## src/shared/erp_defines.svh

```systemverilog
// Constants for the effect recall panel
`ifndef ERP_DEFINES_SVH
`define ERP_DEFINES_SVH
`define ERP_PAGE_COUNT 3'h5
`define ERP_PAGE_SIZE 7'h14
`define ERP_BUTTON_COUNT 5'h14
`define ERP_RUN_LAMP_MS 1000
`define ERP_CLK_HZ 125000000
`define ERP_RUN_LAMP_CYCLES ((`ERP_CLK_HZ / 1000) * `ERP_RUN_LAMP_MS)
`define ERP_BANK_MASTER 2'h0
`define ERP_BANK_ME1 2'h1
`define ERP_BANK_ME2 2'h2
`define ERP_BANK_ME3 2'h3
`endif

```

## src/shared/erp_pkg.sv

```systemverilog
// Types for the effect recall panel
package erp_pkg;
    typedef enum logic [1:0] {
        ERP_NORMAL,
        ERP_PAGE_SEL,
        ERP_VERSION,
        ERP_RESET_HOLD
    } erp_mode_t;

    typedef struct packed {
        logic recall;
        logic run;
        logic [1:0] bank;
        logic [6:0] index;
    } erp_cmd_t;

    typedef struct packed {
        logic [1:0] bank;
        logic [2:0] page;
        logic [6:0] index;
        logic indexValid;
        logic showVersion;
        logic blank;
    } erp_readout_t;

    typedef struct packed {
        erp_mode_t mode;
        logic [1:0] bank;
        logic [2:0] page;
        logic [6:0] index;
        logic indexValid;
        logic autoRun;
        logic [27:0] lampCount;
        erp_cmd_t cmd;
    } erp_state_t;
endpackage : erp_pkg

```

## src/verilog/erp_effect_recall_panel.sv

```systemverilog
// Effect recall panel control logic
//
// Operation
// Bank delegation buttons are mutually exclusive
// Repress clears; none lit targets master memory
// After page key accept digit 0 to 4
// Index equals page times twenty plus button
// Twenty buttons select registers in bank, page
// Auto run also runs selected register; the code runs it only while master is delegated
// Selected page is retained for later presses
// Run key runs selected master register
// Run lamp lights one second after command
// Run keys ignored while a bank delegated
// Page mode run plus auto resets panel
// Page mode third bank shows versions
// Digit zero leaves version display
// Readout shows bank, page, last register
// Switcher chooses levels by stored-level setting
// After switcher reset panel needs reset
// Each selection sends one recall command
`timescale 1ns/100ps
`include "erp_defines.svh"

module erp_effect_recall_panel
    import erp_pkg::*;
#(
    parameter int RUN_LAMP_CYCLES = `ERP_RUN_LAMP_CYCLES
) (
    input wire logic clk,
    input wire logic arst_n,
    input wire logic [2:0] bankKey,
    input wire logic pageKey,
    input wire logic digitValid,
    input wire logic [4:0] digit,
    input wire logic runKey,
    input wire logic autoRunKey,
    input wire logic runKeyHeld,
    input wire logic autoRunKeyHeld,
    output erp_cmd_t cmd,
    output logic runLamp,
    output logic autoRunLamp,
    output logic [2:0] bankLamp,
    output erp_readout_t readout
);
    initial begin
        if (RUN_LAMP_CYCLES < 1 || RUN_LAMP_CYCLES > 28'hfffffff) begin
            $error("RUN_LAMP_CYCLES out of range");
        end
    end

    erp_state_t stateReg;
    erp_state_t stateNext;

    function automatic logic [6:0] absIndex(input logic [2:0] page, input logic [4:0] button);
        absIndex = 7'(page * `ERP_PAGE_SIZE) + 7'(button);
    endfunction : absIndex

    function automatic logic [1:0] pressBank(input logic [1:0] cur, input logic [2:0] keys);
        logic [1:0] hit;
        hit = cur;
        if (keys[0]) begin
            hit = `ERP_BANK_ME1;
        end else if (keys[1]) begin
            hit = `ERP_BANK_ME2;
        end else if (keys[2]) begin
            hit = `ERP_BANK_ME3;
        end
        pressBank = (hit == cur) ? `ERP_BANK_MASTER : hit;
    endfunction : pressBank

    logic masterDelegated;
    assign masterDelegated = (stateReg.bank == `ERP_BANK_MASTER);

    always_comb begin
        stateNext = stateReg;
        stateNext.cmd = '0;
        if (stateReg.lampCount != '0) begin
            stateNext.lampCount = stateReg.lampCount - 28'h1;
        end
        case (stateReg.mode)
            ERP_NORMAL: begin
                if (pageKey) begin
                    stateNext.mode = ERP_PAGE_SEL;
                end else if (bankKey != 3'h0) begin
                    stateNext.bank = pressBank(stateReg.bank, bankKey);
                end else if (digitValid && digit < `ERP_BUTTON_COUNT) begin
                    stateNext.index = absIndex(stateReg.page, digit);
                    stateNext.indexValid = 1'b1;
                    stateNext.cmd.recall = 1'b1;
                    stateNext.cmd.bank = stateReg.bank;
                    stateNext.cmd.index = absIndex(stateReg.page, digit);
                    if (stateReg.autoRun && masterDelegated) begin
                        stateNext.cmd.run = 1'b1;
                        stateNext.lampCount = 28'(RUN_LAMP_CYCLES);
                    end
                end else if (runKey && masterDelegated) begin
                    stateNext.cmd.run = 1'b1;
                    stateNext.cmd.bank = `ERP_BANK_MASTER;
                    stateNext.cmd.index = stateReg.index;
                    stateNext.lampCount = 28'(RUN_LAMP_CYCLES);
                end else if (autoRunKey && masterDelegated) begin
                    stateNext.autoRun = !stateReg.autoRun;
                end
            end
            ERP_PAGE_SEL: begin
                if (runKeyHeld && autoRunKeyHeld) begin
                    stateNext.mode = ERP_RESET_HOLD;
                end else if (bankKey[2]) begin
                    stateNext.mode = ERP_VERSION;
                end else if (digitValid && digit < 5'(`ERP_PAGE_COUNT)) begin
                    stateNext.page = digit[2:0];
                    stateNext.mode = ERP_NORMAL;
                end
            end
            ERP_VERSION: begin
                if (digitValid && digit == 5'h0) begin
                    stateNext.mode = ERP_NORMAL;
                end
            end
            ERP_RESET_HOLD: begin
                // Panel restarts from its reset state once both keys are let go
                if (!runKeyHeld && !autoRunKeyHeld) begin
                    stateNext = '0;
                    stateNext.mode = ERP_NORMAL;
                end
            end
            default: begin
                stateNext.mode = ERP_NORMAL;
            end
        endcase
    end

    always_ff @(posedge clk or negedge arst_n) begin
        if (!arst_n) begin
            stateReg <= '0;
        end else begin
            stateReg <= stateNext;
        end
    end

    assign cmd = stateReg.cmd;
    assign runLamp = (stateReg.lampCount != '0);
    assign autoRunLamp = stateReg.autoRun;
    assign bankLamp = {stateReg.bank == `ERP_BANK_ME3, stateReg.bank == `ERP_BANK_ME2,
                       stateReg.bank == `ERP_BANK_ME1};
    always_comb begin
        readout.bank = stateReg.bank;
        readout.page = stateReg.page;
        readout.index = stateReg.index;
        readout.indexValid = stateReg.indexValid;
        readout.showVersion = (stateReg.mode == ERP_VERSION);
        readout.blank = (stateReg.mode == ERP_RESET_HOLD);
    end

    // Checks sample registered state, so each one reads the decision of the previous edge

    // Delegation
    chk_lamps_exclusive: assert property (@(posedge clk) disable iff (!arst_n)
        $onehot0(bankLamp))
        else $error("delegation lamps not exclusive");

    chk_repress_clears: assert property (@(posedge clk) disable iff (!arst_n)
        (stateReg.mode == ERP_NORMAL && !pageKey && $onehot(bankKey) && bankLamp == bankKey)
        |=> stateReg.bank == `ERP_BANK_MASTER)
        else $error("repress did not return to master");

    chk_lamps_master: assert property (@(posedge clk) disable iff (!arst_n)
        (bankLamp == 3'h0) == masterDelegated)
        else $error("dark lamps do not mean master delegation");

    chk_master_target: assert property (@(posedge clk) disable iff (!arst_n)
        (cmd.recall && $past(masterDelegated))
        |-> cmd.bank == `ERP_BANK_MASTER)
        else $error("recall not aimed at master memory");

    chk_bank_follows: assert property (@(posedge clk) disable iff (!arst_n)
        (stateReg.mode == ERP_NORMAL && !pageKey && bankKey != 3'h0)
        |=> readout.bank != $past(readout.bank))
        else $error("delegation press had no effect");

    // Paging
    chk_page_range: assert property (@(posedge clk) disable iff (!arst_n)
        stateReg.page < `ERP_PAGE_COUNT)
        else $error("page out of range");

    chk_page_digit: assert property (@(posedge clk) disable iff (!arst_n)
        (stateReg.mode == ERP_PAGE_SEL && !(runKeyHeld && autoRunKeyHeld) && !bankKey[2] && digitValid
        && digit < 5'(`ERP_PAGE_COUNT)) |=> (stateReg.page == $past(digit[2:0]) && stateReg.mode == ERP_NORMAL))
        else $error("page digit not taken");

    chk_page_refuse: assert property (@(posedge clk) disable iff (!arst_n)
        (stateReg.mode == ERP_PAGE_SEL && !runKeyHeld && !bankKey[2] && digitValid
        && digit >= 5'(`ERP_PAGE_COUNT)) |=> (stateReg.mode == ERP_PAGE_SEL && $stable(stateReg.page)))
        else $error("out of range page digit taken");

    chk_page_retained: assert property (@(posedge clk) disable iff (!arst_n)
        stateReg.mode == ERP_NORMAL
        |=> $stable(stateReg.page))
        else $error("page lost in normal operation");

    // Register selection and recall
    chk_recall_index: assert property (@(posedge clk) disable iff (!arst_n)
        cmd.recall
        |-> cmd.index == absIndex($past(stateReg.page), $past(digit)))
        else $error("recall index wrong");

    chk_index_bound: assert property (@(posedge clk) disable iff (!arst_n)
        cmd.recall
        |-> cmd.index < 7'(`ERP_PAGE_COUNT * `ERP_PAGE_SIZE))
        else $error("recall index above 99");

    chk_index_rejects: assert property (@(posedge clk) disable iff (!arst_n)
        (stateReg.mode == ERP_NORMAL && !pageKey && bankKey == 3'h0 && digitValid && digit >= `ERP_BUTTON_COUNT)
        |=> !cmd.recall)
        else $error("button beyond nineteen recalled");

    chk_recall_needs_key: assert property (@(posedge clk) disable iff (!arst_n)
        cmd.recall
        |-> $past(digitValid))
        else $error("recall without register press");

    chk_one_recall: assert property (@(posedge clk) disable iff (!arst_n)
        cmd.recall
        |=> !cmd.recall)
        else $error("recall longer than one cycle");

    chk_recall_bank: assert property (@(posedge clk) disable iff (!arst_n)
        cmd.recall
        |-> cmd.bank == readout.bank)
        else $error("recall carries wrong bank");

    chk_quiet_modes: assert property (@(posedge clk) disable iff (!arst_n)
        stateReg.mode != ERP_NORMAL
        |=> (!cmd.recall && !cmd.run))
        else $error("command sent outside normal mode");

    // Run, auto run and lamp
    chk_auto_run: assert property (@(posedge clk) disable iff (!arst_n)
        (cmd.recall && $past(stateReg.autoRun) && cmd.bank == `ERP_BANK_MASTER)
        |-> cmd.run)
        else $error("auto run missing");

    chk_auto_toggle: assert property (@(posedge clk) disable iff (!arst_n)
        (stateReg.mode == ERP_NORMAL && !pageKey && bankKey == 3'h0 && !digitValid && !runKey && autoRunKey
        && masterDelegated) |=> autoRunLamp != $past(autoRunLamp))
        else $error("auto run key did not toggle");

    chk_run_key: assert property (@(posedge clk) disable iff (!arst_n)
        (stateReg.mode == ERP_NORMAL && !pageKey && bankKey == 3'h0 && !digitValid && runKey && masterDelegated)
        |=> (cmd.run && cmd.index == $past(stateReg.index)))
        else $error("run key did not run selected register");

    chk_run_master: assert property (@(posedge clk) disable iff (!arst_n)
        cmd.run
        |-> cmd.bank == `ERP_BANK_MASTER ##0 runLamp)
        else $error("run while bank delegated");

    chk_ignore_run: assert property (@(posedge clk) disable iff (!arst_n)
        !masterDelegated
        |=> !cmd.run)
        else $error("run issued with a bank delegated");

    chk_ignore_auto: assert property (@(posedge clk) disable iff (!arst_n)
        (!masterDelegated && stateReg.mode != ERP_RESET_HOLD)
        |=> $stable(autoRunLamp))
        else $error("auto run changed with a bank delegated");

    chk_lamp_load: assert property (@(posedge clk) disable iff (!arst_n)
        cmd.run
        |-> stateReg.lampCount == 28'(RUN_LAMP_CYCLES))
        else $error("run lamp time not loaded");

    chk_lamp_count: assert property (@(posedge clk) disable iff (!arst_n)
        (stateReg.lampCount != 28'h0 && stateReg.mode != ERP_RESET_HOLD)
        |=> (stateReg.lampCount == $past(stateReg.lampCount) - 28'h1 || cmd.run))
        else $error("run lamp count skipped");

    chk_lamp_holds: assert property (@(posedge clk) disable iff (!arst_n)
        $rose(runLamp)
        |-> runLamp [*8])
        else $error("run lamp dropped early");

    // Keystroke reset, version display and readout
    chk_reset_blank: assert property (@(posedge clk) disable iff (!arst_n)
        (stateReg.mode == ERP_PAGE_SEL && runKeyHeld && autoRunKeyHeld)
        |=> readout.blank)
        else $error("readout not blanked");

    chk_blank_holds: assert property (@(posedge clk) disable iff (!arst_n)
        (stateReg.mode == ERP_RESET_HOLD && (runKeyHeld || autoRunKeyHeld))
        |=> readout.blank)
        else $error("readout unblanked while keys held");

    chk_reset_restore: assert property (@(posedge clk) disable iff (!arst_n)
        (stateReg.mode == ERP_RESET_HOLD && !runKeyHeld && !autoRunKeyHeld)
        |=> (!readout.blank && masterDelegated && stateReg.page == 3'h0 && !autoRunLamp))
        else $error("keystroke reset did not restore");

    chk_version_enter: assert property (@(posedge clk) disable iff (!arst_n)
        (stateReg.mode == ERP_PAGE_SEL && !(runKeyHeld && autoRunKeyHeld) && bankKey[2])
        |=> readout.showVersion)
        else $error("version display not entered");

    chk_version_exit: assert property (@(posedge clk) disable iff (!arst_n)
        (readout.showVersion && digitValid && digit == 5'h0)
        |=> !readout.showVersion)
        else $error("version display stuck");

    chk_version_holds: assert property (@(posedge clk) disable iff (!arst_n)
        (readout.showVersion && !(digitValid && digit == 5'h0))
        |=> readout.showVersion)
        else $error("version display left early");

    chk_readout_index: assert property (@(posedge clk) disable iff (!arst_n)
        cmd.recall
        |-> (readout.index == cmd.index && readout.indexValid))
        else $error("readout misses last register");
endmodule : erp_effect_recall_panel

```

## config.mk

```make
export PLATFORM = sky130hd
export DESIGN_NAME = erp_effect_recall_panel
export DESIGN_NICKNAME = d
export VERILOG_FILES = /design/src/shared/erp_pkg.sv /design/src/verilog/erp_effect_recall_panel.sv
export VERILOG_INCLUDE_DIRS = /design/src /design/src/shared
export SDC_FILE = /design/constraint.sdc
export NUM_CORES = 1
export LEC_CHECK = 0
export BUFFER_PORTS_ARGS = -buffer_cell sky130_fd_sc_hd__buf_4
export CORE_UTILIZATION = 62
export DETAILED_ROUTE_END_ITERATION = 16
export PLACE_DENSITY = 0.89
export REMOVE_ABC_BUFFERS = 1
export SLEW_MARGIN = 20
export SYNTH_ARGS = -nofsm -noshare
export SYNTH_HDL_FRONTEND = slang
export SYNTH_SLANG_ARGS = --single-unit
```

## constraint.sdc

```tcl
create_clock -name clk -period 7.3 [get_ports clk]
set_input_delay 0.73 -clock clk [delete_from_list [all_inputs] [get_ports clk]]
set_output_delay 0.73 -clock clk [all_outputs]
set_load 0.05 [all_outputs]
```

# [After elaboration in Yosys (flattened, before gate mapping)]
# Index checks and enable logic that the tools add are counted.
[classes] n_addsub=2 multipliers=1 order_cmp=2 n_eq_ne=21 mux=36 reduce_logical=23
[op_table] operator="2-to-1 mux 28 bit" n=4
[op_table] operator="2-to-1 mux 48 bit" n=2
[op_table] operator="one-hot mux 48 bit (2 select lines)" n=1
[op_table] operator="2-to-1 mux 55 bit" n=1
[op_table] operator="2-to-1 mux 2 bit" n=14
[op_table] operator="nonzero test 28 bit" n=1
[op_table] operator="subtractor 28 x 1 -> 28 bit, second input constant" n=1
[op_table] operator="!= test 2 bit, second input constant" n=11
[op_table] operator="2-to-1 mux 10 bit" n=2
[op_table] operator="AND reduction 5 bit" n=2
[op_table] operator="2-to-1 mux 3 bit" n=3
[op_table] operator="equality test 2 bit, second input constant" n=4
[op_table] operator="logical AND 1 bit" n=8
[op_table] operator="2-to-1 mux 8 bit" n=1
[op_table] operator="one-hot mux 2 bit (4 select lines)" n=1
[op_table] operator="AND reduction 4 bit" n=2
[op_table] operator="adder 7 x 5 -> 7 bit" n=1
[op_table] operator="AND reduction 7 bit" n=1
[op_table] operator="one-hot mux 3 bit (2 select lines)" n=1
[op_table] operator="zero test 5 bit" n=1
[op_table] operator="< comparator 5 x 3 -> 1 bit, second input constant" n=1
[op_table] operator="< comparator 5 bit, second input constant" n=1
[op_table] operator="multiplier 3 x 3 -> 5 bit, second input constant" n=1
[op_table] operator="2-to-1 mux 1 bit" n=5
[op_table] operator="9 further kinds" n=15
[totals] regBits=55 in_bits=16 elab_cells=96

# [Logic depth before layout (Yosys ltp)]
[depth] ltp_word=11 depth_mapped=9

# [Worst setup path before layout]
# No wires, ideal clock.
[synth_path] kind="register to output" from="register stateReg[27] (netlist name)" to="output runLamp" arrival_ns=2.123 t_required_ns=6.570 slack_ns=4.447 stages_incl_launch_ff=6 n_path_buf=1 cell_sequence="dfrtp_1 -> or4_1 -> or4_1 -> buf_2 -> nor2_1 -> inv_1"
[synth_between] elab_chain_len=1
[synth_lines] item="start: declaration" line="erp_effect_recall_panel.sv:51" text="erp_state_t stateReg;"
[synth_lines] item="start signal: assignment" line="erp_effect_recall_panel.sv:137" text="stateReg <= stateNext;"
[synth_lines] item="nonzero test 28 bit" line="erp_effect_recall_panel.sv:142" text="assign runLamp = (stateReg.lampCount != '0);"
[synth_lines] item="end: declaration" line="erp_effect_recall_panel.sv:40" text="output logic runLamp,"
# Every way passes these cells.

# [Final worst setup path]
[layout_path] from="register stateReg[13] (netlist name)" to="output runLamp"
# The elaborated chain is that of the path after synthesis.

==> metrics <==
Nets=402; cell area after synthesis=3241 um^2; Slowest cell on crit path=nor4_1; post-synthesis compound-gate area fraction=0.1544; Avg Inst Size Synth=9.027 um^2; # setup viols final=0; I/O Pins=47; antenna violations before repair=0; Synth Warn #=0; xor and xnor area share after synthesis=0.04054; Detail Placement HPWL=4752 um; number of hold buffers added after cts=0; HP Class=input pin to asynchronous set/reset pin; Peak VDD IR=291.6 uV; Vias=2656; CP max stage delay=0.72 ns; outcome=finished clean; # rows=25; Num CTS Buffers=5; First-pass DRT Iterations=5; placed cells=434; post-route ant nets=0; crit path time final=3.695 ns; internal power=768.5 uW; R2R Path Start=stateReg[28]; area added between synthesis and finish=9.691%; Clock Sinks=55; Max transition margin=0.3902; Min Hold Slack=0.4462 ns; Worst Path Max Fanout=12; Slew @ Worst Pin=0.9113 ns; core footprint=4880 um^2; main combinational cell family by area after synthesis=simple AND/OR/NAND/NOR gates; fin cells=442; Synth Instances=359; ys async rst share=1.000; ys flop type=dfrtp_1; Avg WL per Cell=15.44 um; setup TNS=0 ns; skew final=0.01002 ns; critical path class=flop to output pin; Setup crit start=stateReg[13]; leak pwr=0.001635 uW; max-slew violations=0; CP Data Required Time=6.57 ns; most frequent cells in the layout=55 x dfrtp_1, 47 x buf_4, 33 x nand2_1; Seq pwr share=0.311; post-synth cell types=46; drt initial violations=195; Switch Pwr=704.0 uW; crit end category=output pin; worst path bufs/invs=2; Ant. Diodes=0; clock power share=0.138; top-area cell type share of the netlist area=0.4247; commonest non-fill, non-tap cell in the layout=dfrtp_1; Post-Synth Adder-Cell Area=0.04865; Max Cap Viol=0; clock slew at reported path FFs=0.10 ns; CTS root buf=clkbuf_8; reg2reg setup slack=4.35 ns; EDFF count, synth=0; post-CTS setup buffer count=0; layout cells sized above 1=0.1707; Via density=6.009; multiplexer share of the synthesized area=0.02008; Synth Area in Simple Gates=0.2263; fillcell total=382; post-synthesis sequential area ratio=0.4247; Worst-Skew Late Latency=0.31 ns; TritonCTS clock tree=yes; top post-synthesis cells by area=dfrtp_1 42%, buf_4 5.6%, ha_1 4.2%; Hold Vio Cnt, Final=0; vias in the first global route=2329; Final period util=0.5061; synthesized flop and latch total=55; All-Layer GR Usage=0.2690; chip width=74.30 um; Starting Density=0.6641; H-Tree Depth=2; gpl congestion=0.8523; fmax=0.2707 GHz; CTS max path bufs=2; total power divided by cell area=414.2 nW/um^2; # DRC=0; cell breakdown of the critical path=nor4_1, nand4_1, nor2_1, inv_1, buf_4; first-pass GRT wire length=11110 um; startpoint types=flop; Yosys top cell by area=dfrtp_1; chip height=74.30 um; Detailed Route WL=6823 um; IO Port Bufs=46; worst endpoint data arrival time=2.96 ns; Net Sw Frac=0.4781; Overflow after GRT=0; RSZ-0062 raised after global routing=false; largest net degree at the start of global routing=56; die footprint=5520 um^2; combinational power share=0.551; Top delay family on crit path=simple AND/OR/NAND/NOR gates; Resize count post-CTS=0
==> layout make-up <==
cell class                      instances  area (um^2)  area share
Sequential cell                        55         1376      0.3872
Clock inverter                          3        43.79     0.01232
Multi-Input combinational cell        255         1592      0.4477
Tap cell                               67        83.83     0.02358
Timing Repair Buffer                   47        352.8     0.09926
Inverter                               10        37.54     0.01056
Clock buffer                            5        68.82     0.01936
==> per-stage QoR <==
step           worst slack [ns]  total power, uW    util  cell area (um^2)
2_1_floorplan             4.237             1042       -              3002
3_3_place_gp              4.035             1228  0.7046              3438
3_5_place_dp              4.012             1255  0.7046              3438
4_1_cts                   3.653             1465  0.7277              3551
5_1_grt                   3.361             1576  0.7285              3555
6_report                  3.605             1473  0.7285              3555
==> final timing paths <==
kind | to | depth (start not counted)
max reg2reg | stateReg[33] | 5
min | stateReg[22] | 1
max | runLamp | 5
max in group asynchronous | stateReg[18] | 1
min reg2reg | readout[2] | 2
min in group clk | readout[2] | 2
==> cells in the mapped netlist, types with 7 or more instances <==
cell and instances:
buf_4 24, inv_1 10, or3_1 13, clkbuf_1 13, or4_1 14, nor2_1 28, a31oi_1 11, dfrtp_1 55
ha_1 11, nand3_1 8, xor2_1 9, nor4_1 7, nor2b_1 7, o21ai_0 22, o31ai_1 10, nand2_1 33
a21oi_1 21
==> cell families (layout without fill, tap and decap cells) <==
group | after synthesis | after routing
buffers and inverters | 49 | 65
muxes | 6 | 6
adders and majority gates | 12 | 12
AOI/OAI and AO/OA | 83 | 83
xor gates and xnor gates | 15 | 15
and+or+nand+nor | 139 | 139
DFF | 55 | 55
==> sequential cells by signal, indices dropped and copies added (netlist names) <==
name and count:
autoRunLamp 1, readout 13, stateReg 30, cmd 11
==> metal layers <==
metal  track usage  part of all wire  vias up  wire [um]
li1              -                 -     1294          -
met3       0.05962             0.056        8        383
met1        0.3797              0.45     1264       3079
met5             0                 0        -          0
met2        0.4283              0.48       90       3296
met4       0.06289            0.0092        0         63
==> power groups by stage <==
stage	Sequential (uW)	Clock, uW	Combinational, uW
floorplan	505	0	537
global placement	458	0	770
detailed placement	462	0	793
CTS	456	205	804
global route	470	217	888
finish	458	204	811
No activity file was read; power rests on OpenSTA's default activity.
